[config.mk]
export PLATFORM = sky130hd
export DESIGN_NAME = swss_top
export DESIGN_NICKNAME = d
export VERILOG_FILES = /design/src/verilog/swss_pkg.sv /design/src/verilog/swss_sync.sv /design/src/verilog/swss_top.sv
export SDC_FILE = /design/constraint.sdc
export NUM_CORES = 1
export LEC_CHECK = 0
export ABC_AREA = 1
export BUFFER_PORTS_ARGS = -buffer_cell sky130_fd_sc_hd__buf_2
export CORE_ASPECT_RATIO = 1.25
export CORE_MARGIN = 5
export CORE_UTILIZATION = 40
export CTS_CLUSTER_SIZE = 8
export DETAILED_ROUTE_END_ITERATION = 8
export PLACE_DENSITY = 0.67
export RECOVER_POWER = 100
export SETUP_SLACK_MARGIN = 0.02
export SYNTH_ARGS = -nofsm -noshare
export SYNTH_HDL_FRONTEND = slang
export SYNTH_HIERARCHICAL = 1
export SYNTH_SLANG_ARGS = --single-unit
[constraint.sdc]
create_clock -name mclk_i -period 4.6 [get_ports mclk_i]
set_input_delay 0.46 -clock mclk_i [delete_from_list [all_inputs] [get_ports mclk_i]]
set_output_delay 0.46 -clock mclk_i [all_outputs]
set_load 0.1 [all_outputs]
[src/verilog/swss_pkg.sv]
// Package for the sleep/wake and status signalling block.
// Assumes a single 50 MHz clock domain.
package swss_pkg;

  localparam int unsigned CLK_HZ = 50_000_000;
  localparam int unsigned RING_HALF_MS = 250;
  localparam int unsigned RING_HALF_CYC = RING_HALF_MS * (CLK_HZ / 1000);
  localparam int unsigned LED_SLOW_HALF_MS = 1000;
  localparam int unsigned LED_FAST_HALF_MS = 250;
  localparam int unsigned LED_SLOW_HALF_CYC =
    LED_SLOW_HALF_MS * (CLK_HZ / 1000);
  localparam int unsigned LED_FAST_HALF_CYC =
    LED_FAST_HALF_MS * (CLK_HZ / 1000);
  localparam int unsigned SYNC_STAGES = 2;
  localparam logic RING_RST = 1'b0;
  localparam logic SLEEP_RST = 1'b0;

  typedef enum logic [1:0] {
    SWSS_NET_NONE = 2'h0,
    SWSS_NET_2G3G = 2'h1,
    SWSS_NET_4G = 2'h2
  } swss_net_e;

  typedef enum logic [2:0] {
    SWSS_AWAKE = 3'b001,
    SWSS_ARMED = 3'b010,
    SWSS_ASLEEP = 3'b100
  } swss_pwr_e;

  typedef struct packed {
    logic terminal_ready;
    logic wake_request;
    logic host_awake;
    logic flight_n;
  } swss_host_s;

  typedef struct packed {
    logic led_o;
    logic led_oe;
  } swss_od_s;

endpackage

[src/verilog/swss_sync.sv]
// Two-stage synchroniser for a bundle of host input pins.
// Assumes inputs are asynchronous to clk_i.
`timescale 1ns/10ps
module swss_sync #(
  parameter int unsigned W = 4,
  parameter logic [W-1:0] RST_VAL = '0
) (
  // Clock and reset
  input wire logic clk_i,
  input wire logic rst_i,
  // Data
  input wire logic [W-1:0] async_i,
  output logic [W-1:0] sync_o
);
  logic [W-1:0] meta_q;
  logic [W-1:0] sync_q;

  if (W == 0) begin : g_bad_width
    $error("swss_sync: width must be non-zero");
  end

  // Both stages reset to the idle level, so no false request after reset
  // First stage feeds only the second one
  always_ff @(posedge clk_i or posedge rst_i) begin
    if (rst_i) begin
      meta_q <= RST_VAL;
      sync_q <= RST_VAL;
    end else begin
      meta_q <= async_i;
      sync_q <= meta_q;
    end
  end

  assign sync_o = sync_q;
endmodule

[src/verilog/swss_top.sv]
// Sideband signalling: ring wake output, sleep control, host-ready
// sensing, flight mode, network LED and power-on status pin.
// Assumes one 50 MHz clock; all host pins are asynchronous.
`timescale 1ns/10ps
// Contract
// RULE1 - Ring output stays low while no incoming event is pending.
// RULE2 - Incoming call or SMS gives 250 ms high, 250 ms low ring wave.
// RULE3 - Terminal-ready driven low while asleep wakes the device.
// RULE4 - Ready high, then usb-off and slow-clock commands, gives sleep.
// RULE5 - Low level on dedicated wake input is a wake request.
// RULE6 - Host-ready input sampled with selectable active polarity.
// RULE7 - Flight input low turns radio off; release restores it.
// RULE8 - Network LED is open drain, never driven high.
// RULE9 - LED steady with no service; slow flash non-4G; fast flash 4G/voice.
// RULE10 - Status pin driven low while powered, otherwise high impedance.
// RULE11 - Flash rates are parameters; fast rate above slow rate.
// RULE12 - Host inputs pass a two-flop synchroniser before use.
module swss_top
  import swss_pkg::*;
#(
  parameter int unsigned RING_HALF = RING_HALF_CYC,
  parameter int unsigned SLOW_HALF = LED_SLOW_HALF_CYC,
  parameter int unsigned FAST_HALF = LED_FAST_HALF_CYC
) (
  // Clock and reset
  input wire logic mclk_i,
  input wire logic rst_i,
  // Host pins
  input wire swss_pkg::swss_host_s host_pins_i,
  // Internal events and status
  input wire logic ring_event_i,
  input wire logic ring_clear_i,
  input wire logic usb_off_command_i,
  input wire logic slow_clock_command_i,
  input wire logic host_awake_pol_i,
  input wire swss_pkg::swss_net_e net_state_i,
  input wire logic voice_sms_active_i,
  // Pin outputs
  output logic host_wake_ring_out_o,
  output swss_pkg::swss_od_s network_led_out_o,
  output logic status_o,
  output logic status_oe_o,
  // State outputs
  output logic asleep_o,
  output logic host_awake_o,
  output logic radio_on_o,
  output logic wake_event_o
);
  import swss_pkg::*;

  // Counters need a non-zero half period
  if (RING_HALF == 0) begin : g_bad_ring
    $error("swss_top: ring half period must be non-zero");
  end
  if (FAST_HALF == 0) begin : g_bad_fast
    $error("swss_top: fast flash half period must be non-zero");
  end
  // Fast flash must stay distinguishable from slow flash
  if (FAST_HALF >= SLOW_HALF) begin : g_bad_rates // RULE11
    $error("swss_top: fast flash must be faster than slow flash");
  end

  // Last cycle of a half period; ring and LED share it
  function automatic logic half_end(input logic [31:0] cnt,
                                    input logic [31:0] half);
    return (cnt >= half - 32'h1) ? 1'b1 : 1'b0;
  endfunction

  swss_host_s hs;
  // Reset levels: host pins idle high (not requesting)
  swss_sync #(
    .W(4),
    .RST_VAL(4'hf)
  ) u_sync ( // RULE12
    .clk_i(mclk_i),
    .rst_i(rst_i),
    .async_i(host_pins_i),
    .sync_o(hs)
  );

  // Ring generator
  logic ring_pend_q;
  logic [31:0] ring_cnt_q;
  logic ring_q;
  always_ff @(posedge mclk_i or posedge rst_i) begin
    if (rst_i) begin
      ring_pend_q <= 1'b0;
    end else if (ring_event_i) begin
      ring_pend_q <= 1'b1; // Set wins over clear
    end else if (ring_clear_i) begin
      ring_pend_q <= 1'b0;
    end
  end

  always_ff @(posedge mclk_i or posedge rst_i) begin
    if (rst_i) begin
      ring_cnt_q <= 32'(RING_HALF - 1);
      ring_q <= RING_RST;
    end else if (!ring_pend_q) begin
      // Preloaded so the wave opens with a full high phase
      ring_cnt_q <= 32'(RING_HALF - 1);
      ring_q <= 1'b0; // RULE1
    end else if (half_end(ring_cnt_q, 32'(RING_HALF))) begin
      ring_cnt_q <= '0;
      ring_q <= ~ring_q; // RULE2
    end else begin
      ring_cnt_q <= ring_cnt_q + 32'h1;
    end
  end
  assign host_wake_ring_out_o = ring_q;

  // Sleep control
  swss_pwr_e pwr_q;
  logic asleep_q;
  logic wake_q;
  logic wake_req;
  logic sleep_go;
  logic wake_go;
  // Either host pin pulled low asks for wake
  assign wake_req = !hs.wake_request || !hs.terminal_ready; // RULE3 RULE5
  assign sleep_go = (pwr_q == SWSS_ARMED) && hs.terminal_ready &&
                    slow_clock_command_i;
  assign wake_go = (pwr_q == SWSS_ASLEEP) && wake_req;

  always_ff @(posedge mclk_i or posedge rst_i) begin
    if (rst_i) begin
      pwr_q <= SWSS_AWAKE;
    end else begin
      case (pwr_q)
        SWSS_AWAKE: begin
          if (hs.terminal_ready && usb_off_command_i) begin
            pwr_q <= SWSS_ARMED; // RULE4
          end
        end
        SWSS_ARMED: begin
          // Ready dropped between the commands: entry is abandoned
          if (!hs.terminal_ready) begin
            pwr_q <= SWSS_AWAKE;
          end else if (sleep_go) begin
            pwr_q <= SWSS_ASLEEP; // RULE4
          end
        end
        SWSS_ASLEEP: begin
          if (wake_go) begin
            pwr_q <= SWSS_AWAKE; // RULE3 RULE5
          end
        end
        default: begin
          pwr_q <= SWSS_AWAKE;
        end
      endcase
    end
  end

  // Sleep flag is its own flop so the output never glitches on decode
  always_ff @(posedge mclk_i or posedge rst_i) begin
    if (rst_i) begin
      asleep_q <= SLEEP_RST;
    end else if (sleep_go) begin
      asleep_q <= 1'b1;
    end else if (wake_go || pwr_q != SWSS_ASLEEP) begin
      asleep_q <= 1'b0;
    end
  end

  // One-cycle pulse on the edge that leaves sleep
  always_ff @(posedge mclk_i or posedge rst_i) begin
    if (rst_i) begin
      wake_q <= 1'b0;
    end else begin
      wake_q <= wake_go; // RULE3 RULE5
    end
  end
  assign asleep_o = asleep_q;
  assign wake_event_o = wake_q;

  // Host-ready and flight mode
  logic host_awake_q;
  logic radio_q;
  always_ff @(posedge mclk_i or posedge rst_i) begin
    if (rst_i) begin
      host_awake_q <= 1'b0;
    end else begin
      host_awake_q <= hs.host_awake ~^ host_awake_pol_i; // RULE6
    end
  end
  always_ff @(posedge mclk_i or posedge rst_i) begin
    if (rst_i) begin
      radio_q <= 1'b0;
    end else begin
      radio_q <= hs.flight_n; // RULE7
    end
  end
  assign host_awake_o = host_awake_q;
  assign radio_on_o = radio_q;

  // Network LED: low pulls the LED on
  logic [31:0] led_cnt_q;
  logic led_phase_q;
  logic led_on;
  logic [31:0] led_half;
  swss_od_s led_q;
  assign led_half = (net_state_i == SWSS_NET_4G || voice_sms_active_i) ?
                    32'(FAST_HALF) : 32'(SLOW_HALF); // RULE11
  always_ff @(posedge mclk_i or posedge rst_i) begin
    if (rst_i) begin
      led_cnt_q <= '0;
      led_phase_q <= 1'b0;
    end else if (half_end(led_cnt_q, led_half)) begin
      led_cnt_q <= '0;
      led_phase_q <= ~led_phase_q;
    end else begin
      led_cnt_q <= led_cnt_q + 32'h1;
    end
  end
  assign led_on = (net_state_i == SWSS_NET_NONE &&
                   !voice_sms_active_i) ? 1'b1 : led_phase_q; // RULE9
  always_ff @(posedge mclk_i or posedge rst_i) begin
    if (rst_i) begin
      led_q <= '0;
    end else begin
      led_q.led_o <= 1'b0; // RULE8
      led_q.led_oe <= led_on;
    end
  end
  assign network_led_out_o = led_q;

  // Status pin: pulled low once out of reset; the pull-up is external
  logic status_q;
  logic status_oe_q;
  always_ff @(posedge mclk_i or posedge rst_i) begin
    if (rst_i) begin
      status_q <= 1'b0;
      status_oe_q <= 1'b0;
    end else begin
      status_q <= 1'b0; // RULE10
      status_oe_q <= 1'b1; // RULE10
    end
  end
  assign status_o = status_q;
  assign status_oe_o = status_oe_q;
endmodule
======== After elaboration in Yosys (flattened, before gate mapping) ========
Index checks and enable logic that the tools add are counted.
cells by class
  add/sub/neg operators ................... 3
  $lt $le $gt $ge ......................... 2
  eq/ne operators ......................... 9
  mux-type cells .......................... 18
  bitwise logic cells ..................... 3
  reduce and logical (&&, ||, !) cells .... 15
operators with widths
  operator                                                                  count
  32-bit 2-to-1 mux                                                         3
  32-bit by 1-bit adder with 32-bit output (second input constant)          2
  32-bit by 24-bit >= comparator with 1-bit output (second input constant)  1
  32-bit >= comparator                                                      1
  26-bit by 1-bit subtractor with 27-bit output (second input constant)     1
  26-bit 2-to-1 mux                                                         1
  3-bit 2-to-1 mux                                                          4
  1-bit 2-to-1 mux                                                          9
  3-bit case mux with 3 select lines                                        1
  3-bit inequality test (second input constant)                             2
  1-bit logical AND                                                         5
  2-bit inequality test (second input constant)                             2
  2-bit nonzero test                                                        2
  3-bit by 1-bit equality test with 1-bit output (second input constant)    1
  3-bit by 2-bit equality test with 1-bit output (second input constant)    1
  3-bit equality test (second input constant)                               1
  1-bit logical NOT                                                         3
  1-bit logical OR                                                          3
  3-bit AND reduction                                                       1
  2-bit equality test (second input constant)                               1
  2-bit logical NOT                                                         1
  2-bit by 1-bit inequality test with 1-bit output (second input constant)  1
  1-bit inverter                                                            2
  1-bit XNOR                                                                1
word-level totals
  register bits ........................... 84
  bits of input ports ..................... 14
  output and inout port bits .............. 9
  logic and storage cells ................. 64

======== Depth between registers and ports, before layout ========
Gate-level depths: netlist (run 1).
  word-level depth ........................ 7
  depth in mapped cells ................... 14
  depth with buffers taken out ............ 14

======== Cells and area by module ========
Netlist (run 1), hierarchy kept.
modules (own cells, without submodules)
  module     times used  cells an instance  area an instance (sq um)
  swss_top   1           491                3973.8
  swss_sync  1           9                  214.0

======== Worst setup path before layout (run 1) ========
Ideal clock, no wire load.
  path type ............................... input to register
  start ................................... in net_state_i[0]
  end ..................................... reg led_cnt_q[25]
  data arrival time ....................... 1735 ps
  slack ................................... 2747 ps
  cell stages on the path ................. 12
  path buffers ............................ 1
  cells stage by stage .................... inv_1 -> nand2_2 -> nand2_2 -> ha_1 -> nand2_1 -> nor3_2 -> nand2_1 -> nor2_1 -> nand2_1 -> nand2_2 -> buf_6 -> nor2_1
on the way
  word-level cells in the longest chain between the ends .. 7
ends and longest elaborated chain
  element                                        RTL line         source
  start, declared                                swss_top.sv:36   input wire swss_pkg::swss_net_e net_state_i,
  2-bit equality test                            swss_top.sv:203  assign led_half = (net_state_i == SWSS_NET_4G || voice_sms_active_i) ?
  1-bit logical OR                               swss_top.sv:203
  26-bit 2-to-1 mux                              swss_top.sv:203
  26-bit by 1-bit subtractor with 27-bit output  swss_top.sv:66   return (cnt >= half - 32'h1) ? 1'b1 : 1'b0;
  32-bit >= comparator                           swss_top.sv:66
  1-bit 2-to-1 mux                               swss_top.sv:66
  32-bit 2-to-1 mux                              swss_top.sv:209  end else if (half_end(led_cnt_q, led_half)) begin
  end signal, assigned                           swss_top.sv:213  led_cnt_q <= led_cnt_q + 32'h1;
  end, declared                                  swss_top.sv:198  logic [31:0] led_cnt_q;
Every way passes these cells.
A chain may end at the register's enable or synchronous reset.

======== Worst setup path in the final report (run 1) ========
  start ................................... reg ring_cnt_q[0]
  end ..................................... reg ring_cnt_q[22]
on the way
  word-level cells in the longest chain between the ends .. 4
  elaborated cells between the ends (all ways) .. 5
  those cells by class .................... 1 x add/sub; 1 x order compare; 3 x mux
ends and longest elaborated chain
  element                                           RTL line         source
  start, declared                                   swss_top.sv:83   logic [31:0] ring_cnt_q;
  start signal, assigned                            swss_top.sv:97   ring_cnt_q <= 32'(RING_HALF - 1);
  start signal, assigned                            swss_top.sv:101  ring_cnt_q <= 32'(RING_HALF - 1);
  start signal, assigned                            swss_top.sv:107  ring_cnt_q <= ring_cnt_q + 32'h1;
  32-bit by 24-bit >= comparator with 1-bit output  swss_top.sv:66
  1-bit 2-to-1 mux                                  swss_top.sv:66
  32-bit 2-to-1 mux (*)                             swss_top.sv:103  end else if (half_end(ring_cnt_q, 32'(RING_HALF))) begin
  32-bit 2-to-1 mux (*)                             swss_top.sv:99   end else if (!ring_pend_q) begin
Every way passes the cells marked *; elsewhere a longest branch is shown, timed or not.

==> impl_metrics.yaml, run 1 <==
clocking:
  clockRootBuffer: "clkbuf_16"
  cts_setup_buffers: 0
  clock-sinks: 84
  cts_max_path_buffers: 2
  cts_buffers: 9
  cts_resized: 0
  cts_tree: "built"
  cts_max_level: 3
  clk_latency_ns: 0.33
  clk_pin_slew_ns: 0.06
  postCtsHoldBufs: 0
global_routing:
  grt_start_max_net_pins: 40
  grt_pass1_wl_mm: 14.81
  grt_pass1_vias: 3419
  grt_usage_pct: 14.46
  antenna_found_initial: 0
  grt_overflow: 0
finish:
  area_delta_synth_final_pct: 13.44
  nets: 560
  layout-drive-gt1-share_pct: 12.32
  insertedDiodeCount: 0
  utilization_pct: 46.77
critical_path:
  crit_start: "ring_cnt_q[0]"
  worstSetupEndpointType: "flop"
  ff2ff_path_depth: 12
  cp-start-kind: "flop"
  cp.required_ns: 4.81
  crit_type: "flop to flop"
  reg2reg_from: "ring_cnt_q[0]"
  timing.rr.end: "ring_cnt_q[22]"
  rrSetupSlack_ns: 2.16
  timing.critical_path.to: "ring_cnt_q[22]"
  cp.arrival_ns: 2.65
  worst-path-max-fanout: 15
route:
  viasPerCell: 4.813
  drc: 0
  ant_nets: 0
  vias: 3239
  drtPass1Iterations: 4
  wire_per_inst_um: 12.33
  drt_iter0_drc: 72
  routed_wl_mm: 8.297
floorplanning:
  die-width_um: 101.5
  placementRows: 41
  start_util_pct: 41.23
  fp.dieArea_sq_mm: 0.01263
  die_h_um: 124.4
  io_pins: 23
  core_area_sq_mm: 0.01016
place:
  io_buffers: 20
  routabilityCongestion: 0.8751
  hpwl_mm: 6.064
timing:
  tns_ns: 0
  tightest_slew_ns: 1.427
  rsz0062_at_grt: "false"
  hold_viol: 0
  min_period_ns: 2.442
  slew_headroom_pct: 4.786
  finalClockSkew_ns: 0.005393
  period_share_pct: 53.09
  max_freq_mhz: 409.5
  final-setup-viol-count: 0
  drv_slew: 0
pwr:
  ir_worst_vdd_mv: 0.2897
  p_leak_nw: 2.061
  power.density_mw_per_mm2: 362.4
logic_synthesis:
  synthCells: 500
  synth_warnings: 6
  synth.cell_area_sq_mm: 0.004188
  avgSynthCellArea_sq_um: 8.376
  synth-seq-cells: 84
  yosysSeqAreaShare_pct: 50.94
  synth_cell_types: 32
status:
  status: "finished clean"
hold_path:
  min_path_type: "primary input to flop"
flow_run:
  cap_viol_max_count: 0
## stage by stage
stage | hold WS (ns) | setup slack (ns) | std cells | total power, W | instance area, sq um
floorplan | 0.3452 | 2.230 | 514 | 0.0009594 | 4240
global placement | 0.3458 | 2.388 | 657 | 0.0009911 | 4459
detailed placement | 0.3475 | 2.216 | 657 | 0.0009967 | 4459
CTS | 0.2100 | 2.462 | 673 | 0.001750 | 4770
global route | 0.2069 | 1.911 | 673 | 0.001801 | 4751
finish | 0.2221 | 2.158 | 673 | 0.001722 | 4751
## layout by cell type, fill, tap and decap left out, types with 2 or more instances in the layout
| cell type | Yosys | layout |
|---|---|---|
| nor2_2 | 3 | 3 |
| xor2_1 | 25 | 25 |
| nor2_1 | 90 | 90 |
| o31ai_1 | 2 | 2 |
| a21oi_1 | 4 | 4 |
| nor4_1 | 2 | 2 |
| conb_1 | 2 | 16 |
| clkbuf_1 | 2 | 9 |
| xnor2_1 | 13 | 13 |
| dfstp_2 | 25 | 23 |
| clkbuf_16 | 0 | 9 |
| nand4_1 | 10 | 10 |
| buf_2 | 0 | 11 |
| ha_1 | 7 | 7 |
| nand2_1 | 112 | 115 |
| nand3_1 | 31 | 31 |
| nand2_2 | 6 | 3 |
| dfrtp_1 | 59 | 59 |
| nor3_1 | 14 | 14 |
| dfstp_1 | 0 | 2 |
| o21bai_1 | 2 | 2 |
| nor3_2 | 7 | 7 |
| o21ai_0 | 13 | 13 |
| nand3b_1 | 2 | 2 |
| inv_1 | 57 | 57 |
## synthesized netlist by cell type
library cell,number,share of area (%)
inv_1,57,5.1
xor2_1,25,5.2
o31ai_1,2,0.36
nand2_2,6,0.90
buf_6,2,0.54
nor2_1,90,8.1
nor4_1,2,0.30
a21o_1,1,0.18
dfstp_2,25,16
o21ai_1,1,0.12
nand3_1,31,3.7
xnor2_1,13,2.7
clkbuf_1,2,0.18
nand4_1,10,1.5
o21ai_0,13,1.6
or2_4,1,0.21
nor3_1,14,1.7
o21bai_1,2,0.36
buf_4,2,0.36
ha_1,7,2.1
nor2_2,3,0.45
or2_1,1,0.15
clkbuf_2,1,0.12
inv_2,1,0.090
a21oi_1,4,0.48
nand3b_1,2,0.36
nand2_1,112,10
conb_1,2,0.18
dfrtp_1,59,35
nand2b_1,1,0.15
nor3_2,7,1.7
nand3_2,1,0.24
## area by class of cell
class | count | area, sq um
flip-flops and latches | 84 | 2133
clock buffers | 10 | 239.0
fillers | 975 | 5406
well taps | 129 | 161.4
clock inverters | 6 | 71.32
multi-input cells | 365 | 1832
repair buffers | 21 | 96.34
inverters | 58 | 217.7
## how the worst min path moves through the flow
stage	from	to	slack, ns	cells after the start
after detailed placement	u_sync/meta_q[0]	u_sync/sync_o[0]	0.35	0
after global routing	host_pins_i[3]	u_sync/meta_q[3]	0.21	1
after CTS	host_pins_i[3]	u_sync/meta_q[3]	0.21	1
after floorplan	u_sync/meta_q[0]	u_sync/sync_o[0]	0.35	0
after global placement	u_sync/meta_q[1]	u_sync/sync_o[1]	0.35	0
final	host_pins_i[3]	u_sync/meta_q[3]	0.22	1
## metal layers
metal	up-vias	share of wire (%)	GRT usage (%)
met3	16	3.0	3.137
met4	0	2.1	5.790
met1	1534	44	17.54
met2	60	51	24.50
met5	-	0	0
li1	1629	-	-
## critical path, stage by stage (launching register included)
cell and delay [ns]:
dfstp_1 0.61, ha_1 0.20, nand2_1 0.07, inv_1 0.10, nand2_1 0.10, nand3_1 0.11, nand2_1 0.06, nand2_1 0.06
nand2_1 0.04, nand2_1 0.35, inv_1 0.25, nand2_1 0.28, nor2_1 0.09
## state kept, by name (all words and copies together), names as in the netlist, 3 cells and up
name,cells
pwr_q,3
ring_cnt_q,32
u_sync/sync_o,4
led_cnt_q,32
u_sync/meta_q,4
## where the power goes
group          switching (W)  leakage [nW]  internal [W]
combinational       0.000121         0.873     0.0000384
clock               0.000301         0.151      0.000441
sequential         0.0000290          1.04      0.000791
total               0.000451          2.06       0.00127
## cell families after synthesis
kind of cell	synth area share [%]
simple gates	29.40
flops	50.94
buf+inv	6.394
xor+xnor	7.947
compound gates	3.047
fa+ha+maj	2.091
other cells	0.1793
No activity file was read; power rests on OpenSTA's default activity.
==> run 2, diff against run 1 <==
- clock period: 4.6 -> 2.6 ns (I/O delays scaled with it)
==> impl_metrics.yaml, run 2 (same netlist as run 1, synthesis figures left out) <==
route:
  drc: 0
  vias: 3226
  drt_iter0_drc: 78
  wire_per_inst_um: 12.04
  ant_nets: 0
  routed_wl_mm: 8.115
  drtPass1Iterations: 6
  viasPerCell: 4.786
place:
  place_ws_ns: 0.4795
  io_buffers: 20
  hpwl_mm: 6.006
  routabilityCongestion: 0.8659
global_routing:
  grt_pass1_vias: 3222
  grt_overflow: 0
  antenna_found_initial: 0
  grt_pass1_wl_mm: 14.25
  grt_start_max_net_pins: 77
  grt_usage_pct: 13.93
finish:
  layout-drive-gt1-share_pct: 12.84
  reg_top3: "led_cnt_q (32), ring_cnt_q (32)"
  final_common_cell: "nand2_1"
  final_cell_mix: "113 x nand2_1, 90 x nor2_1, 59 x dfrtp_1"
  insertedDiodeCount: 0
  nets: 561
  utilization_pct: 46.58
  area_delta_synth_final_pct: 12.97
floorplanning:
  die_h_um: 124.4
  core_area_sq_mm: 0.01016
  fp.dieArea_sq_mm: 0.01263
  placementRows: 41
  io_pins: 23
  start_util_pct: 41.23
  die-width_um: 101.5
timing:
  rsz0062_at_grt: "false"
  period_share_pct: 79.93
  slew_headroom_pct: -19.23
  final-setup-viol-count: 0
  min_period_ns: 2.078
  finalClockSkew_ns: 0.008400
  drv_slew: 77
  fin_hold_ws_ns: 0.02313
  max_freq_mhz: 481.2
  layout_setup_ws_ns: 0.5218
  hold_viol: 0
  tns_ns: 0
  tightest_slew_ns: 1.789
clocking:
  clockRootBuffer: "clkbuf_16"
  clk_latency_ns: 0.33
  cts_setup_buffers: 0
  cts_max_level: 3
  cts_buffers: 9
  cts_resized: 0
  cts_max_path_buffers: 2
  clock-sinks: 84
  postCtsHoldBufs: 0
  clk_pin_slew_ns: 0.06
  cts_tree: "built"
critical_path:
  crit_type: "flop to flop"
  worstSetupEndpointType: "flop"
  worst-path-max-fanout: 8
  cp.required_ns: 2.81
  cp.arrival_ns: 2.29
  cp-start-kind: "flop"
pwr:
  ir_worst_vdd_mv: 0.4396
  p_total_w: 0.002911
  p_leak_nw: 2.048
  power.density_mw_per_mm2: 615.4
status:
  violations: "max-capacitance violations, max-slew violations"
  status: "finished with violations"
flow_run:
  cap_viol_max_count: 1
hold_path:
  min_path_type: "primary input to flop"
run 2: changes by cell type in the layout (fill, tap and decap cells not counted):
cell       before  now
clkinv_1        0    1
nand2_1       115  113
inv_1          57   56
clkinv_4        1    3
nand2_2         3    5
buf_2          11   12
clkbuf_8        1    0
bufinv_16       1    0
clkbuf_2        0    1
inv_6           1    0
run 2: final cells by class:
cell class              count  area, sq um
fillers                  1008         5426
flip-flops and latches     84         2133
multi-input cells         365         1837
clock buffers              10        229.0
inverters                  58        217.7
well taps                 129        161.4
repair buffers             22        102.6
clock inverters             6        50.05
run 2: worst paths after layout:
check	to	startpoint	depth (start not counted)	slack [ns]
setup / recovery	ring_cnt_q[9]	ring_cnt_q[0]	12	0.52
hold / removal	u_sync/meta_q[3]	host_pins_i[3]	1	0.02
setup reg to reg	ring_cnt_q[9]	ring_cnt_q[0]	12	0.52
hold reg to reg	u_sync/sync_o[1]	u_sync/meta_q[1]	0	0.36
max in group asynchronous	led_cnt_q[6]	rst_i	3	0.99
min in group asynchronous	u_sync/meta_q[3]	rst_i	2	0.08
run 2: worst max-delay path, stage by stage (launching register included):
cell	delay, ns
dfstp_1	0.61
ha_1	0.20
nand2_1	0.07
inv_1	0.10
nand2_1	0.09
nand3_1	0.11
nand2_1	0.05
nand2_1	0.06
nand2_1	0.05
nand2_1	0.18
inv_1	0.18
nand2_2	0.19
nor2_1	0.07
run 2: stage by stage:
step	instance area [sq um]	instances
after global placement	4479	658
final	4731	674
after global routing	4731	674
after detailed placement	4479	658
after floorplan	4240	514
after CTS	4758	674
run 2: power breakdown:
| part | switching, W | internal, W |
|---|---|---|
| Combinational | 0.000214 | 0.0000679 |
| Sequential | 0.0000518 | 0.00140 |
| Clock | 0.000521 | 0.000657 |
run 2: layer usage:
layer  wire length [um]  GRT usage [%]
met1               3529          17.79
met2               4113          22.50
met3                300          3.193
met4                171          5.634
met5                  0              0
==> run 3, diff against run 2 <==
- clock period: 2.6 -> 2.1 ns (I/O delays scaled with it)
==> impl_metrics.yaml, run 3 (same netlist as run 1, synthesis figures left out) <==
floorplanning:
  io_pins: 23
  die-width_um: 101.5
  fp.dieArea_sq_mm: 0.01263
  start_util_pct: 41.23
  die_h_um: 124.4
  core_area_sq_mm: 0.01016
  placementRows: 41
global_routing:
  antenna_found_initial: 0
  grt_pass1_vias: 3229
  grt_usage_pct: 14.09
  grt_overflow: 0
  grt_start_max_net_pins: 77
  grt_pass1_wl_mm: 14.34
finish:
  layout-drive-gt1-share_pct: 13.59
  utilization_pct: 47.52
  stdcell_area_sq_mm: 0.004827
  insertedDiodeCount: 0
  final_cell_mix: "113 x nand2_1, 90 x nor2_1, 59 x dfrtp_1"
  fill_cells: 956
  area_delta_synth_final_pct: 15.27
  final_common_cell: "nand2_1"
  reg_top3: "led_cnt_q (32), ring_cnt_q (32)"
  multi_input_area_sq_mm: 0.001837
  final-seq-area_sq_mm: 0.002133
  nets: 568
place:
  io_buffers: 20
  hpwl_mm: 5.975
  routabilityCongestion: 0.9511
  dpl-instance-area_sq_mm: 0.004498
clocking:
  cts_tree: "built"
  clk_latency_ns: 0.34
  clockRootBuffer: "clkbuf_16"
  cts_max_level: 3
  clock-sinks: 84
  cts_buffers: 9
  clk_pin_slew_ns: 0.07
  cts_resized: 0
  cts_max_path_buffers: 2
timing:
  rsz0062_at_grt: "false"
  fin_hold_ws_ns: 0.05023
  tightest_slew_ns: 1.171
  hold_viol: 0
  finalClockSkew_ns: 0.007215
  final-setup-viol-count: 0
  min_period_ns: 1.809
  max_freq_mhz: 552.9
  period_share_pct: 86.12
  tns_ns: 0
  drv_slew: 0
  slew_headroom_pct: 22.25
pwr:
  p_sw_w: 0.001008
  p_total_w: 0.003777
  p_int_w: 0.002769
  p_leak_nw: 2.095
  pwr-share-seq_pct: 47.6
  switching_share_pct: 26.69
  power.density_mw_per_mm2: 782.5
  power.share.combinational_pct: 9.5
  ir_worst_vdd_mv: 0.4751
  p_clk_share_pct: 42.8
hold_path:
  min_path_type: "primary input to flop"
route:
  ant_nets: 0
  drtPass1Iterations: 4
  drc: 0
  drt_iter0_drc: 140
  viasPerCell: 4.702
  routed_wl_mm: 8.136
  vias: 3202
  wire_per_inst_um: 11.95
critical_path:
  cp.required_ns: 2.31
  crit_type: "flop to flop"
  cp.arrival_ns: 2.02
  cp-start-kind: "flop"
  worst-path-max-fanout: 13
  worstSetupEndpointType: "flop"
flow_run:
  cap_viol_max_count: 0
status:
  status: "finished clean"
run 3: changes by cell type in the layout (fill, tap and decap cells not counted), sizes merged:
cell         before  now
bufinv            0    1
clkbuf           19   20
clkinv            5    3
dlygate4sd3       0    5
inv              58   60
run 3: final timing paths:
path	from	to	slack (ns)	cells past startpoint
setup / recovery	led_cnt_q[6]	led_cnt_q[22]	0.29	11
hold / removal	ring_clear_i	ring_pend_q	0.05	2
setup reg to reg	led_cnt_q[6]	led_cnt_q[22]	0.29	11
hold reg to reg	u_sync/meta_q[0]	u_sync/sync_o[0]	0.36	0
max in group asynchronous	rst_i	led_cnt_q[19]	0.62	4
min in group asynchronous	rst_i	u_sync/meta_q[1]	0.65	3
run 3: cell type report:
cell class                      instances  area share (%)
Inverter                               58           4.588
Clock inverter                          7           1.737
Multi-Input combinational cell        365           38.05
Timing Repair Buffer                   29           3.421
Clock buffer                            9           4.666
Sequential cell                        84           44.19
Tap cell                              129           3.344
run 3: per-layer routing:
layer / track usage [%] / routed length, um
met1: 17.12 / 3559
met2: 23.23 / 4140
met3: 3.585 / 309
met4: 6.182 / 127
met5: 0 / 0
run 3: stage by stage:
| stage | setup slack (ns) | cells |
|---|---|---|
| finish | 0.2914 | 681 |
| global route | 0.09279 | 681 |
| CTS | 0.2957 | 681 |
| detailed placement | 0.2071 | 660 |
| global placement | 0.2577 | 660 |
| floorplan | 0.4856 | 514 |
run 3: critical path, cell delays in order, from the launching register on:
cell and delay, ns:
dfrtp_1 0.42, ha_1 0.33, inv_1 0.05, nor2_1 0.08
nand3_1 0.08, nand3_1 0.09, nand2_1 0.06, nand2_1 0.06
nand2_1 0.06, nand2_1 0.08, clkbuf_2 0.29, nor2_1 0.09
run 3: power by group through the flow:
| stage | logic [W] | clock network [W] | registers (W) |
|---|---|---|---|
| CTS | 0.000374 | 0.00168 | 0.00180 |
| detailed placement | 0.000366 | 0 | 0.00183 |
| floorplan | 0.000192 | 0 | 0.00191 |
| global route | 0.000399 | 0.00176 | 0.00181 |
| global placement | 0.000356 | 0 | 0.00182 |
| finish | 0.000360 | 0.00162 | 0.00180 |
run 3: what timing repair did:
action	4_1_cts	5_1_grt
setup buffers	0	0
hold buffers	5	0
endpoints found under the hold margin	8	0
